### src/rtl/disk_if_pkg.sv
package disk_if_pkg;

    // ****************************************************************
    // Timing
    // ****************************************************************
    localparam int CLK_PERIOD_NS = 40;
    localparam int ACK_DELAY_NS  = 2000;
    localparam int ACK_PULSE_NS  = 5000;
    localparam int READ_PULSE_NS = 160;
    localparam int CNT_W         = 8;

    // Least times round up to whole cycles
    localparam logic [CNT_W-1:0] ACK_DELAY_CYC =
        CNT_W'((ACK_DELAY_NS + CLK_PERIOD_NS - 1) / CLK_PERIOD_NS);
    localparam logic [CNT_W-1:0] ACK_PULSE_CYC =
        CNT_W'((ACK_PULSE_NS + CLK_PERIOD_NS - 1) / CLK_PERIOD_NS);
    localparam logic [CNT_W-1:0] READ_PULSE_CYC =
        CNT_W'((READ_PULSE_NS + CLK_PERIOD_NS - 1) / CLK_PERIOD_NS);
    localparam logic [CNT_W-1:0] CNT_ONE  = 8'h01;
    localparam logic [CNT_W-1:0] CNT_ZERO = 8'h00;

    // ****************************************************************
    // Track and selection
    // ****************************************************************
    localparam int TRACK_W  = 8;
    localparam int SEL_W    = 4;
    localparam int SWITCH_W = 3;
    localparam logic [TRACK_W-1:0] MAX_TRACK  = 8'hca;
    localparam logic [TRACK_W-1:0] TRACK_ZERO = 8'h00;
    localparam logic [SWITCH_W-1:0] LAST_LINEAR_POS = 3'h3;

    // ****************************************************************
    // Carriers
    // ****************************************************************
    typedef struct packed {
        logic powerOk;
        logic cartLoaded;
        logic doorClosed;
        logic runSwitch;
        logic atSpeed;
        logic headsLoaded;
        logic writeFault;
    } driveStatus_t;

    typedef struct packed {
        logic                controller_type_line;
        logic [SEL_W-1:0]    selectLines;
        logic [SWITCH_W-1:0] switchPos;
        logic [TRACK_W-1:0]  cylAddr;
        logic                strobe;
        logic                go_track_zero;
        logic                headSelect;
        logic                writeInhibit;
        logic                writeGate;
        logic                readGate;
        logic                write_lock_button;
        logic                writeLink;
        driveStatus_t        status;
    } pinBundle_t;

    localparam pinBundle_t PINS_RESET = '0;

endpackage

### src/rtl/stream_fifo.sv
`timescale 1ns/1ps
module stream_fifo
    import disk_if_pkg::*;
#(
    parameter int WIDTH = 1,
    parameter int DEPTH = 4
) (
    input  wire logic             sys_clk,
    input  wire logic             sys_rst,
    input  wire logic             inValid,
    output logic                  inReady,
    input  wire logic [WIDTH-1:0] inData,
    output logic                  outValid,
    input  wire logic             outReady,
    output logic      [WIDTH-1:0] outData
);
    localparam int PTR_W = (DEPTH > 1) ? $clog2(DEPTH) : 1;
    localparam int CNT_B = $clog2(DEPTH + 1);
    localparam logic [CNT_B-1:0] FULL_CNT = CNT_B'(DEPTH);
    localparam logic [PTR_W-1:0] LAST_PTR = PTR_W'(DEPTH - 1);

    logic [WIDTH-1:0] mem [DEPTH];
    logic [PTR_W-1:0] wrPtr_reg;
    logic [PTR_W-1:0] rdPtr_reg;
    logic [CNT_B-1:0] count_reg;
    logic [CNT_B-1:0] count_next;
    logic             notFull_reg;
    logic             outValid_reg;
    logic [WIDTH-1:0] outData_reg;

    // Handshake decode
    wire doWrite = inValid && notFull_reg;
    wire doLoad  = (count_reg != '0) && (!outValid_reg || outReady);
    assign count_next = count_reg + CNT_B'(doWrite) - CNT_B'(doLoad);

    // Storage and pointers
    always_ff @(posedge sys_clk) begin
        if (doWrite) begin
            mem[wrPtr_reg] <= inData;
        end
        if (sys_rst) begin
            wrPtr_reg   <= '0;
            rdPtr_reg   <= '0;
            count_reg   <= '0;
            notFull_reg <= 1'b1;
        end else begin
            if (doWrite) begin
                wrPtr_reg <= (wrPtr_reg == LAST_PTR) ? '0 : wrPtr_reg + 1'b1;
            end
            if (doLoad) begin
                rdPtr_reg <= (rdPtr_reg == LAST_PTR) ? '0 : rdPtr_reg + 1'b1;
            end
            count_reg   <= count_next;
            notFull_reg <= (count_next != FULL_CNT);
        end
    end

    // Registered read stage
    always_ff @(posedge sys_clk) begin
        if (sys_rst) begin
            outValid_reg <= 1'b0;
            outData_reg  <= '0;
        end else if (doLoad) begin
            outValid_reg <= 1'b1;
            outData_reg  <= mem[rdPtr_reg];
        end else if (outReady) begin
            outValid_reg <= 1'b0;
        end
    end

    assign inReady  = notFull_reg;
    assign outValid = outValid_reg;
    assign outData  = outData_reg;

endmodule

### src/rtl/disk_drive_host_interface.sv
`timescale 1ns/1ps
// Contract
// - Controller-type line picks linear or binary select
// - Linear: switch 0-3 chooses one high line
// - Binary: 3-bit number must match switch
// - Track codes 0 to 202 are valid
// - Head select high upper, low lower
// - Inhibit-write input sets write protect
// - Write-lock button toggles write protect
// - Power-up and load-to-run clear protect
// - Write gate turns on write and erase
// - Zero-return: accept, clear track, go zero
// - Read outputs driven only while read-enabled
// - Operational needs all seven conditions true
// - Idle-ready: operational and no seek running
// - Valid seek: 5 us accept, 2 us after
// - Track above 202: reject pulse, no move
module disk_drive_host_interface
    import disk_if_pkg::*;
#(
    parameter int DATA_W     = 1,
    parameter int FIFO_DEPTH = 4
) (
    input  wire logic              sys_clk,
    input  wire logic              sys_rst,
    input  wire pinBundle_t        pinsIn,
    input  wire logic              headBitValid,
    input  wire logic [DATA_W-1:0] headBit,
    input  wire logic              seekDone,
    output logic                   headBitReady,
    output logic                   acceptN,
    output logic                   rejectN,
    output logic     [TRACK_W-1:0] targetTrack,
    output logic                   seekStart,
    output logic                   moveToZero,
    output logic                   upperHead,
    output logic                   writeProtect,
    output logic                   writeCurrentOn,
    output logic                   eraseCurrentOn,
    output logic                   writeHeadPulse,
    output logic                   readClockOut,
    output logic      [DATA_W-1:0] readDataOut,
    output logic                   operational,
    output logic                   idleReady
);

    // ****************************************************************
    // Pin synchronisers
    // ****************************************************************
    pinBundle_t pinS1_reg;
    pinBundle_t pinS2_reg;
    pinBundle_t pinS3_reg;

    // Two flops per pin, third only for edge finding
    always_ff @(posedge sys_clk) begin
        if (sys_rst) begin
            pinS1_reg <= PINS_RESET;
            pinS2_reg <= PINS_RESET;
            pinS3_reg <= PINS_RESET;
        end else begin
            pinS1_reg <= pinsIn;
            pinS2_reg <= pinS1_reg;
            pinS3_reg <= pinS2_reg;
        end
    end

    // ****************************************************************
    // Drive selection
    // ****************************************************************
    wire [SWITCH_W-1:0] swPos      = pinS2_reg.switchPos;
    wire                linearMode = !pinS2_reg.controller_type_line;
    wire                linearSel  = (swPos <= LAST_LINEAR_POS) &&
                                     pinS2_reg.selectLines[swPos[1:0]];
    wire                binarySel  =
        (pinS2_reg.selectLines[SWITCH_W-1:0] == swPos);
    wire                selected   = linearMode ? linearSel : binarySel;

    // ****************************************************************
    // Status decode
    // ****************************************************************
    wire driveStatus_t st = pinS2_reg.status;
    wire opNow = st.powerOk && st.cartLoaded && st.doorClosed &&
                 st.runSwitch && st.atSpeed && st.headsLoaded &&
                 !st.writeFault;

    // ****************************************************************
    // Seek handshake
    // ****************************************************************
    typedef enum logic [1:0] {S_IDLE, S_WAIT, S_PULSE, S_HOLD} seekState_t;

    seekState_t          state_reg;
    logic [CNT_W-1:0]    cnt_reg;
    logic                rtz_reg;
    logic                valid_reg;
    logic [TRACK_W-1:0]  cyl_reg;
    logic [TRACK_W-1:0]  track_reg;
    logic                acceptN_reg;
    logic                rejectN_reg;
    logic                seekStart_reg;
    logic                moveZero_reg;
    logic                busy_reg;

    wire strobeRise = pinS2_reg.strobe && !pinS3_reg.strobe;
    wire takeCmd    = (state_reg == S_IDLE) && strobeRise && selected;
    wire cylValid   = (pinS2_reg.cylAddr <= MAX_TRACK);
    wire waitDone   = (state_reg == S_WAIT) && (cnt_reg == ACK_DELAY_CYC);
    wire pulseDone  = (state_reg == S_PULSE) && (cnt_reg == ACK_PULSE_CYC);
    wire goMove     = waitDone && (rtz_reg || valid_reg);

    // Sequencer state and cycle counter
    always_ff @(posedge sys_clk) begin
        if (sys_rst) begin
            state_reg <= S_IDLE;
            cnt_reg   <= CNT_ZERO;
        end else begin
            unique case (state_reg)
                S_IDLE: begin
                    if (takeCmd) begin
                        state_reg <= S_WAIT;
                        cnt_reg   <= CNT_ONE;
                    end
                end
                S_WAIT: begin
                    cnt_reg <= waitDone ? CNT_ONE : cnt_reg + CNT_ONE;
                    if (waitDone) begin
                        state_reg <= S_PULSE;
                    end
                end
                S_PULSE: begin
                    cnt_reg <= cnt_reg + CNT_ONE;
                    if (pulseDone) begin
                        state_reg <= S_HOLD;
                    end
                end
                S_HOLD: begin
                    if (!pinS2_reg.strobe) begin
                        state_reg <= S_IDLE;
                    end
                end
            endcase
        end
    end

    // Latch command at strobe
    always_ff @(posedge sys_clk) begin
        if (sys_rst) begin
            rtz_reg   <= 1'b0;
            valid_reg <= 1'b0;
            cyl_reg   <= TRACK_ZERO;
        end else if (takeCmd) begin
            rtz_reg   <= pinS2_reg.go_track_zero;
            valid_reg <= cylValid;
            cyl_reg   <= pinS2_reg.cylAddr;
        end
    end

    // Answer pulses, active low
    always_ff @(posedge sys_clk) begin
        if (sys_rst) begin
            acceptN_reg <= 1'b1;
            rejectN_reg <= 1'b1;
        end else if (waitDone) begin
            acceptN_reg <= !(rtz_reg || valid_reg);
            rejectN_reg <= rtz_reg || valid_reg;
        end else if (pulseDone) begin
            acceptN_reg <= 1'b1;
            rejectN_reg <= 1'b1;
        end
    end

    // Track register and positioner commands
    always_ff @(posedge sys_clk) begin
        if (sys_rst) begin
            track_reg     <= TRACK_ZERO;
            seekStart_reg <= 1'b0;
            moveZero_reg  <= 1'b0;
        end else begin
            seekStart_reg <= goMove && !rtz_reg;
            moveZero_reg  <= goMove && rtz_reg;
            if (goMove) begin
                track_reg <= rtz_reg ? TRACK_ZERO : cyl_reg;
            end
        end
    end

    // Seek in progress until positioner reports done
    always_ff @(posedge sys_clk) begin
        if (sys_rst) begin
            busy_reg <= 1'b0;
        end else if (goMove) begin
            busy_reg <= 1'b1;
        end else if (seekDone) begin
            busy_reg <= 1'b0;
        end
    end

    // ****************************************************************
    // Write path and protect
    // ****************************************************************
    logic protect_reg;
    logic upper_reg;
    logic wrCur_reg;
    logic wrPulse_reg;
    logic op_reg;
    logic idle_reg;

    wire buttonRise = pinS2_reg.write_lock_button &&
                      !pinS3_reg.write_lock_button;
    wire runRise    = st.runSwitch && !pinS3_reg.status.runSwitch;
    wire linkRise   = pinS2_reg.writeLink && !pinS3_reg.writeLink;
    wire writeOk    = selected && pinS2_reg.writeGate && !protect_reg;

    // Protect flop: set wins over toggle and clear
    always_ff @(posedge sys_clk) begin
        if (sys_rst) begin
            protect_reg <= 1'b0;
        end else if (pinS2_reg.writeInhibit) begin
            protect_reg <= 1'b1;
        end else if (buttonRise) begin
            protect_reg <= !protect_reg;
        end else if (runRise) begin
            protect_reg <= 1'b0;
        end
    end

    // Head choice, write current, link edges, status
    always_ff @(posedge sys_clk) begin
        if (sys_rst) begin
            upper_reg   <= 1'b0;
            wrCur_reg   <= 1'b0;
            wrPulse_reg <= 1'b0;
            op_reg      <= 1'b0;
            idle_reg    <= 1'b0;
        end else begin
            upper_reg   <= pinS2_reg.headSelect;
            wrCur_reg   <= writeOk;
            wrPulse_reg <= writeOk && linkRise;
            op_reg      <= opNow;
            idle_reg    <= opNow && !busy_reg && !goMove;
        end
    end

    // ****************************************************************
    // Read path
    // ****************************************************************
    logic              fifoValid;
    logic [DATA_W-1:0] fifoData;
    logic              rdActive_reg;
    logic              rdClk_reg;
    logic [DATA_W-1:0] rdData_reg;
    logic [CNT_W-1:0]  rdCnt_reg;

    wire readOn  = selected && pinS2_reg.readGate;
    wire rdTake  = readOn && !rdActive_reg && fifoValid;
    wire rdPhase = rdActive_reg && (rdCnt_reg == READ_PULSE_CYC);

    stream_fifo #(
        .WIDTH (DATA_W),
        .DEPTH (FIFO_DEPTH)
    ) u_fifo (
        .sys_clk  (sys_clk),
        .sys_rst  (sys_rst),
        .inValid  (headBitValid),
        .inReady  (headBitReady),
        .inData   (headBit),
        .outValid (fifoValid),
        .outReady (rdTake),
        .outData  (fifoData)
    );

    // One clock pulse per bit, then a gap one cycle longer
    always_ff @(posedge sys_clk) begin
        if (sys_rst || !readOn) begin
            rdActive_reg <= 1'b0;
            rdClk_reg    <= 1'b0;
            rdData_reg   <= '0;
            rdCnt_reg    <= CNT_ZERO;
        end else if (rdTake) begin
            rdActive_reg <= 1'b1;
            rdClk_reg    <= 1'b1;
            rdData_reg   <= fifoData;
            rdCnt_reg    <= CNT_ONE;
        end else if (rdPhase) begin
            rdActive_reg <= rdClk_reg;
            rdClk_reg    <= 1'b0;
            rdData_reg   <= '0;
            rdCnt_reg    <= CNT_ONE;
        end else if (rdActive_reg) begin
            rdCnt_reg <= rdCnt_reg + CNT_ONE;
        end
    end

    // ****************************************************************
    // Outputs
    // ****************************************************************
    assign acceptN        = acceptN_reg;
    assign rejectN        = rejectN_reg;
    assign targetTrack    = track_reg;
    assign seekStart      = seekStart_reg;
    assign moveToZero     = moveZero_reg;
    assign upperHead      = upper_reg;
    assign writeProtect   = protect_reg;
    assign writeCurrentOn = wrCur_reg;
    assign eraseCurrentOn = wrCur_reg;
    assign writeHeadPulse = wrPulse_reg;
    assign readClockOut   = rdClk_reg;
    assign readDataOut    = rdData_reg;
    assign operational    = op_reg;
    assign idleReady      = idle_reg;

    logic [CNT_W-1:0] lowCnt_reg;

    // Length of current accept pulse
    always_ff @(posedge sys_clk) begin
        if (sys_rst || acceptN_reg) begin
            lowCnt_reg <= CNT_ZERO;
        end else begin
            lowCnt_reg <= lowCnt_reg + CNT_ONE;
        end
    end
endmodule

### config.mk
export PLATFORM = sky130hd
export DESIGN_NAME = disk_drive_host_interface
export DESIGN_NICKNAME = d
export VERILOG_FILES = /design/src/rtl/disk_if_pkg.sv /design/src/rtl/stream_fifo.sv /design/src/rtl/disk_drive_host_interface.sv
export SDC_FILE = /design/constraint.sdc
export NUM_CORES = 1
export LEC_CHECK = 0
export ABC_CLOCK_PERIOD_IN_PS = 2800
export BUFFER_PORTS_ARGS = -buffer_cell sky130_fd_sc_hd__buf_2
export CAP_MARGIN = 20
export CORE_UTILIZATION = 52
export CTS_CLUSTER_SIZE = 24
export DETAILED_ROUTE_END_ITERATION = 12
export GPL_TIMING_DRIVEN = 0
export PLACE_DENSITY_LB_ADDON = 0.2
export RECOVER_POWER = 50
export SETUP_SLACK_MARGIN = 0.4
export SYNTH_ARGS = -nofsm -noshare
export SYNTH_HDL_FRONTEND = slang
export SYNTH_SLANG_ARGS = --single-unit
### constraint.sdc
create_clock -name sys_clk -period 2.8 [get_ports sys_clk]
set_clock_uncertainty 0.05 [all_clocks]
set_input_delay 0.28 -clock sys_clk [delete_from_list [all_inputs] [get_ports sys_clk]]
set_output_delay 0.28 -clock sys_clk [all_outputs]
set_load 0.01 [all_outputs]
Word-level counts from Yosys, hierarchy flattened
Memory sizes are Yosys's and may differ from the RTL's. A register that Yosys moved wholly into a read port is not among the register bits.
Index checks and enable logic that the tools add are counted.
{ "word_totals": {"out_inout_bits": 22, "n_memories": 1, "ram_bits": 4, "regBits": 125} }
{ "mem_list": {"columns": ["memory", "depth", "word_bits", "rd", "rd_ports_with_merged_regs", "write_ports", "line_no", "rtl"], "rows": [
  ["u_fifo.mem", 4, 1, 1, 1, 1, "stream_fifo.sv:22", "logic [WIDTH-1:0] mem [DEPTH];"]
]} }
{ "classes": {"n_eq_ne": 14, "magnitude_cmp": 3, "add_sub_neg": 6, "n_reduce_logical": 57, "muxes": 34} }
{ "ops": {"columns": ["operator", "count"], "rows": [
  ["1-bit logical AND", 29],
  ["8-bit 2-to-1 mux", 3],
  ["8-bit case mux with 3 select lines", 1],
  ["1-bit 2-to-1 mux", 22],
  ["8-bit by 1-bit adder with 8-bit output (second input constant)", 2],
  ["1-bit zero test", 13],
  ["2-bit 2-to-1 mux", 6],
  ["3-bit nonzero test", 4],
  ["2-bit == test (second input constant)", 4],
  ["8-bit by 3-bit == test with 1-bit output (second input constant)", 1],
  ["8-bit by 6-bit == test with 1-bit output (second input constant)", 1],
  ["8-bit by 7-bit == test with 1-bit output (second input constant)", 1],
  ["8-bit less-or-equal comparator (second input constant)", 1],
  ["2-bit inequality test (second input constant)", 4],
  ["2-bit case mux with 4 select lines", 1],
  ["2-bit nonzero test", 4],
  ["2-bit by 1-bit adder with 2-bit output (second input constant)", 2],
  ["4-bit AND reduction", 1],
  ["3-bit by 1-bit adder with 3-bit output", 1],
  ["3-bit == test", 1],
  ["3-bit by 2-bit less-or-equal comparator with 1-bit output (second input constant)", 1],
  ["1-bit logical OR", 3],
  ["2-bit by 3-bit less-than comparator with 1-bit output (second input constant)", 1],
  ["3-bit inequality test (second input constant)", 1],
  ["6 further kinds", 6]
]} }

Logic depth before layout (Yosys ltp)
{ "logic_depth": {"word_depth": 11, "mapped_depth": 12} }

By module
From an unflattened synthesis, not the netlist that was laid out.
{ "hier_totals": {"cells_unflattened": 455, "area_unflattened_um2": 4844.6} }
{ "by_module_without_submodules": {"columns": ["mod", "instances", "cells_per_inst", "area_each_um2"], "rows": [
  ["disk_drive_host_interface", 1, 394, 4174.0],
  ["stream_fifo", 1, 61, 670.6]
]} }

Worst setup path before layout
No wires, ideal clock.
{ "synth_timing": {"kind": "register to register", "from": "register swPos[1] (netlist name)", "to": "register u_fifo.notFull_reg, in the netlist u_fifo.inReady", "setup_ns": 0.117, "path_stages_with_launch": 13, "slack_ns": 0.199, "period_less_slack_ns": 2.601, "t_required_ns": 2.633, "t_arrival_ns": 2.434, "path_cell_list": "dfxtp_1 -> mux2i_1 -> o22ai_1 -> o21ai_1 -> nand2_1 -> ha_1 -> inv_1 -> ha_1 -> fa_1 -> xnor2_1 -> xnor2_1 -> nor2_1 -> nand2_1"} }
{ "synth_between": {"elab_chain_cells": 11, "word_cells_on_any_way": 13, "classes_between": "1 x add/sub; 1 x order compare; 2 x eq/ne; 3 x mux; 6 x reduce/logical"} }
{ "synth_rtl": {"columns": ["item", "line_no", "rtl"], "rows": [
  ["1-bit binary-select mux with 2-bit select", "disk_drive_host_interface.sv:73", "pinS2_reg.selectLines[swPos[1:0]];"],
  ["1-bit 2-to-1 mux (implied by the code)", "disk_drive_host_interface.sv:73", null],
  ["1-bit logical AND", "disk_drive_host_interface.sv:72", "wire linearSel = (swPos <= LAST_LINEAR_POS) &&"],
  ["1-bit 2-to-1 mux (*)", "disk_drive_host_interface.sv:76", "wire selected = linearMode ? linearSel : binarySel;"],
  ["1-bit logical AND (*)", "disk_drive_host_interface.sv:253", "wire readOn = selected && pinS2_reg.readGate;"],
  ["1-bit logical AND (*) (2 in a row)", "disk_drive_host_interface.sv:254", "wire rdTake = readOn && !rdActive_reg && fifoValid;"],
  ["1-bit logical OR (*)", "stream_fifo.sv:33", "wire doLoad = (count_reg != '0) && (!outValid_reg || outReady);"],
  ["1-bit logical AND (*)", "stream_fifo.sv:33", null],
  ["net u_fifo.doLoad", "stream_fifo.sv:33", null],
  ["3-bit by 1-bit subtractor with 3-bit output (*)", "stream_fifo.sv:34", "assign count_next = count_reg + CNT_B'(doWrite) - CNT_B'(doLoad);"],
  ["3-bit inequality test (*)", "stream_fifo.sv:54", "notFull_reg <= (count_next != FULL_CNT);"],
  ["end signal: assignment", "stream_fifo.sv:54", null],
  ["end: declaration", "stream_fifo.sv:27", "logic notFull_reg;"]
]} }
Mark *: on every way through the listed nets, which the timed path passes. The rest lies on a longest branch. The select of a mux whose other input is x is not followed.
A chain may end at the register's enable or synchronous reset.

Worst setup path after layout
{ "layout_timing": {"from": "register swPos[1] (netlist name)", "to": "register u_fifo.notFull_reg, in the netlist u_fifo.inReady"} }
{ "layout_between": {"elab_chain_cells": 11, "word_cells_on_any_way": 13, "classes_between": "1 x add/sub; 1 x order compare; 2 x eq/ne; 3 x mux; 6 x reduce/logical"} }
{ "layout_rtl": {"columns": ["item", "line_no"], "rows": [
  ["1-bit binary-select mux with 2-bit select", "disk_drive_host_interface.sv:73"],
  ["1-bit 2-to-1 mux (implied by the code)", "disk_drive_host_interface.sv:73"],
  ["1-bit logical AND", "disk_drive_host_interface.sv:72"],
  ["1-bit 2-to-1 mux (*)", "disk_drive_host_interface.sv:76"],
  ["1-bit logical AND (*)", "disk_drive_host_interface.sv:253"],
  ["1-bit logical AND (*) (2 in a row)", "disk_drive_host_interface.sv:254"],
  ["1-bit logical OR (*)", "stream_fifo.sv:33"],
  ["1-bit logical AND (*)", "stream_fifo.sv:33"],
  ["net u_fifo.doLoad", "stream_fifo.sv:33"],
  ["3-bit by 1-bit subtractor with 3-bit output (*)", "stream_fifo.sv:34"],
  ["3-bit inequality test (*)", "stream_fifo.sv:54"]
]} }
Marks and branches as above.

==> impl_metrics.xml <==
<?xml version="1.0" encoding="UTF-8"?>
<metrics>
  <group name="finish">
    <metric name="highest_count_cells_in_the_layout_ignoring_fill_and_taps" unit="">125 x sky130_fd_sc_hd__dfxtp_1, 77 x sky130_fd_sc_hd__nor2b_1, 54 x sky130_fd_sc_hd__buf_2</metric>
    <metric name="drive_above_1_share" unit="%">18.6</metric>
    <metric name="layout.cells.non_filler" unit="">742</metric>
    <metric name="mostFrequentLayoutCell" unit="">sky130_fd_sc_hd__dfxtp_1</metric>
    <metric name="area_delta_synth_final" unit="%">29.1</metric>
    <metric name="nets" unit="">654</metric>
    <metric name="largest_reg_flops" unit="">31</metric>
    <metric name="nFillCells" unit="">680</metric>
    <metric name="antenna_cells" unit="">0</metric>
  </group>
  <group name="power">
    <metric name="irDropWorstVdd" unit="uV">483</metric>
    <metric name="proportion_of_power_drawn_by_flip_flops_and_latches" unit="%">41.8</metric>
    <metric name="p_int" unit="W">0.00365</metric>
    <metric name="power_frac_clock" unit="%">42.7</metric>
    <metric name="power-per-cell-area" unit="nW/um^2">772</metric>
    <metric name="total_leakage_power" unit="nW">2.50</metric>
    <metric name="switching_share" unit="%">26.3</metric>
    <metric name="p_comb_share" unit="%">15.5</metric>
    <metric name="power_switching" unit="W">0.00130</metric>
  </group>
  <group name="worst_setup_path">
    <metric name="critical_path.top_delay_family" unit="">adder cells</metric>
    <metric name="setup.worst_path.start_class" unit="">flip-flop</metric>
    <metric name="worstSetupEndpointType" unit="">flip-flop</metric>
    <metric name="cp_cell_sequence" unit="">mux2i_4 &gt; o22ai_4 &gt; o21ai_4 &gt; nand2_1 &gt; ha_1 &gt; inv_1 &gt; ha_2 &gt; fa_2 &gt; xnor2_2 &gt; xnor2_1 &gt; nor2_1 &gt; nand2_1</metric>
    <metric name="timing.critical_path.arrival" unit="ns">2.88</metric>
    <metric name="critPathMaxFanout" unit="">3</metric>
    <metric name="worst_path_largest_cell_delay" unit="ns">0.40</metric>
    <metric name="worstSetupPathType" unit="">reg -&gt; reg</metric>
    <metric name="slowest_cell_on_the_critical_path" unit="">sky130_fd_sc_hd__dfxtp_4</metric>
    <metric name="critical-path-top-cell-by-count" unit="">sky130_fd_sc_hd__nand2_1</metric>
    <metric name="worst-path-buf-inv" unit="">1</metric>
    <metric name="cp_data_required_time" unit="ns">3.15</metric>
  </group>
  <group name="grt">
    <metric name="globalRoute.totalOverflow" unit="">0</metric>
    <metric name="first_global_vias" unit="">3711</metric>
    <metric name="number_of_antenna_violations_at_the_first_check_in_global_routing" unit="">0</metric>
    <metric name="pin_count_of_the_biggest_net_entering_global_routing" unit="">17</metric>
    <metric name="first_pass_grt_wire_length" unit="mm">17.3</metric>
    <metric name="track_usage" unit="%">22.4</metric>
  </group>
  <group name="clock_network">
    <metric name="max-clock-path-buffers" unit="">2</metric>
    <metric name="path_clk_slew" unit="ns">0.06</metric>
    <metric name="clock-sinks" unit="">130</metric>
    <metric name="cts_made_buffers" unit="">17</metric>
    <metric name="cts.root.buffer_cell" unit="">sky130_fd_sc_hd__clkbuf_8</metric>
    <metric name="cts_htree_levels" unit="">4</metric>
    <metric name="worst_skew_pair.late_latency" unit="ns">0.51</metric>
    <metric name="tritoncts" unit="">yes</metric>
  </group>
  <group name="place">
    <metric name="io_buffer_count" unit="">57</metric>
    <metric name="routability_congestion_estimate" unit="">0.852</metric>
    <metric name="dpl.cell_count" unit="">674</metric>
    <metric name="post-dp-hpwl" unit="mm">6.53</metric>
  </group>
  <group name="synth">
    <metric name="synth.cell_area" unit="um^2">4960</metric>
    <metric name="synthesis.nets" unit="">542</metric>
    <metric name="post_synth_num_cell_types" unit="">57</metric>
    <metric name="ys_ff_latch" unit="">130</metric>
    <metric name="synth_flop_cell" unit="">sky130_fd_sc_hd__dfxtp_1</metric>
    <metric name="postSynthAreaPerCell" unit="um^2">10.2</metric>
    <metric name="netlist_instances" unit="">488</metric>
    <metric name="ys_seq_area_share" unit="%">53.3</metric>
    <metric name="synth-async-reset-ratio" unit="%">0</metric>
    <metric name="ys_warn_count" unit="">0</metric>
    <metric name="number_of_synthesized_flops_with_an_enable_pin" unit="">4</metric>
  </group>
  <group name="detailed_routing">
    <metric name="routedWlPerCell" unit="um">13.9</metric>
    <metric name="detail_route.vias_per_cell" unit="">5.07</metric>
    <metric name="post_route_wl" unit="mm">10.3</metric>
    <metric name="first_iter_violations" unit="">143</metric>
    <metric name="route.vias.total" unit="">3760</metric>
    <metric name="post-route-drc-count" unit="">0</metric>
    <metric name="drt.antenna.violating_nets" unit="">0</metric>
    <metric name="drt_first_pass_iters" unit="">4</metric>
  </group>
  <group name="min_path">
    <metric name="hold_path_class" unit="">in -&gt; reg</metric>
  </group>
  <group name="timing">
    <metric name="timing.final.crit_period" unit="ns">2.54</metric>
    <metric name="hold_viol" unit="">0</metric>
    <metric name="maxClockFrequency" unit="MHz">394</metric>
    <metric name="timing_worst_slew_pin_value" unit="ns">0.713</metric>
    <metric name="setup_viol_count_final" unit="">0</metric>
    <metric name="maxSlewHeadroom" unit="%">51.8</metric>
    <metric name="setup-tns-final" unit="ns">0</metric>
    <metric name="fin_crit_sh" unit="%">90.6</metric>
    <metric name="slew_violations" unit="">0</metric>
    <metric name="grt_setup_unrepaired" unit="">yes</metric>
  </group>
  <group name="flow_run">
    <metric name="cap_violations" unit="">0</metric>
  </group>
  <group name="die">
    <metric name="dieArea" unit="um^2">9940</metric>
    <metric name="effective_utilization_at_floorplan" unit="%">53.7</metric>
    <metric name="number_of_placement_rows" unit="">35</metric>
    <metric name="pin_count" unit="">58</metric>
    <metric name="core_region_area" unit="um^2">9240</metric>
    <metric name="x_dimension_of_the_die" unit="um">99.7</metric>
    <metric name="die_height" unit="um">99.7</metric>
  </group>
  <group name="run_status">
    <metric name="outcome" unit="">finished, final reports clean</metric>
  </group>
</metrics>
cell type report:
type                    count  area, um^2  area share [%]
flip-flops and latches    130        2650            41.3
multi-input cells         316        2230            34.7
repair buffers             93         633            9.88
clock buffers              21         439            6.85
well taps                 129         161            2.52
clock inverters            11         131            2.05
plain buffers              23         100            1.56
inverters                  19        71.3            1.11
per-stage QoR:
stage / hold WS [ns] / power, W / setup slack, ns / instance area [um^2] / utilization, %
global placement: 0.340 / 0.00272 / 0.177 / 5420 / 58.7
floorplan: 0.309 / 0.00259 / 0.393 / 4980 / -
global route: 0.111 / 0.00516 / 0.129 / 6410 / 69.4
CTS: 0.0190 / 0.00494 / 0.305 / 6400 / 69.3
detailed placement: 0.344 / 0.00276 / 0.117 / 5420 / 58.7
finish: 0.110 / 0.00494 / 0.264 / 6410 / 69.4
cells in the mapped netlist (6+ instances only):
master                     instances  area [um^2]
sky130_fd_sc_hd__inv_1            19         71.3
sky130_fd_sc_hd__a21oi_1          15         75.1
sky130_fd_sc_hd__nand2b_1          8         50.1
sky130_fd_sc_hd__and3_1            9         56.3
sky130_fd_sc_hd__dfxtp_1         126         2520
sky130_fd_sc_hd__clkbuf_1         19         71.3
sky130_fd_sc_hd__nand2_1          13         48.8
sky130_fd_sc_hd__xnor2_1           6         52.6
sky130_fd_sc_hd__a31oi_1           6         37.5
sky130_fd_sc_hd__nor3_1           10         50.1
sky130_fd_sc_hd__nand3_1           9         45.0
sky130_fd_sc_hd__mux2i_1          16          160
sky130_fd_sc_hd__ha_1             17          213
sky130_fd_sc_hd__nand4_1           9         56.3
sky130_fd_sc_hd__nor2_1           47          176
sky130_fd_sc_hd__nor2b_1          77          482
cell families after synthesis:
| group | share of synthesized area, % |
|---|---|
| flops | 53.3 |
| simple gates | 22.2 |
| mux | 3.68 |
| fa+ha+maj | 4.69 |
| buf+inv | 3.43 |
| compound gates | 10.8 |
| xor+xnor | 1.94 |
path summary, 6_finish.rpt:
| path | startpoint | end | cells past startpoint | slack, ns |
|---|---|---|---|---|
| worst max-delay path | swPos[1]$_SDFF_PP0_ | u_fifo.inReady$_SDFF_PP1_ | 12 | 0.26 |
| worst min-delay path | headBitValid | u_fifo.wrPtr_reg[1]$_SDFFE_PP0P_ | 4 | 0.11 |
| worst max register to register | swPos[1]$_SDFF_PP0_ | u_fifo.inReady$_SDFF_PP1_ | 12 | 0.26 |
| worst min register to register | pinS3_reg[7]$_SDFF_PP0_ | writeHeadPulse$_SDFF_PP0_ | 1 | 0.35 |
what timing repair did:
action	CTS	global route
setup endpoints to repair	3	3
hold buffers	33	0
hold endpoints to repair	36	0
pin swaps	3	2
setup buffers	2	1
resized for setup	13	1
worst register-to-register path: cells and delay by family (launching register included):
| family | cells | cell delay [ns] |
|---|---|---|
| multiplexers | 1 | 0.30 |
| adder cells (fa/ha/maj) | 3 | 0.80 |
| XOR/XNOR | 2 | 0.29 |
| flip-flops | 1 | 0.40 |
| buffers and inverters | 1 | 0.04 |
| AND/OR/NAND/NOR | 3 | 0.28 |
| AO/OA/AOI/OAI | 2 | 0.26 |
power groups by stage:
stage | registers, W | clock network (W) | logic [W]
2_1_floorplan | 0.00208 | 0 | 0.000510
3_3_place_gp | 0.00209 | 0 | 0.000633
3_5_place_dp | 0.00209 | 0 | 0.000663
4_1_cts | 0.00206 | 0.00214 | 0.000742
5_1_grt | 0.00208 | 0.00223 | 0.000848
6_report | 0.00207 | 0.00211 | 0.000764
layer usage:
layer  vias up  track usage (%)  wire (um)  part of all wire, %
met5         -                0          0                    0
met3         6             5.97        436                  4.2
met1      1774             26.4       4580                   44
met2        84             39.7       5210                   51
li1       1896                -          -                    -
met4         0             6.79         72                 0.70
(Power assumes the default switching activity.)
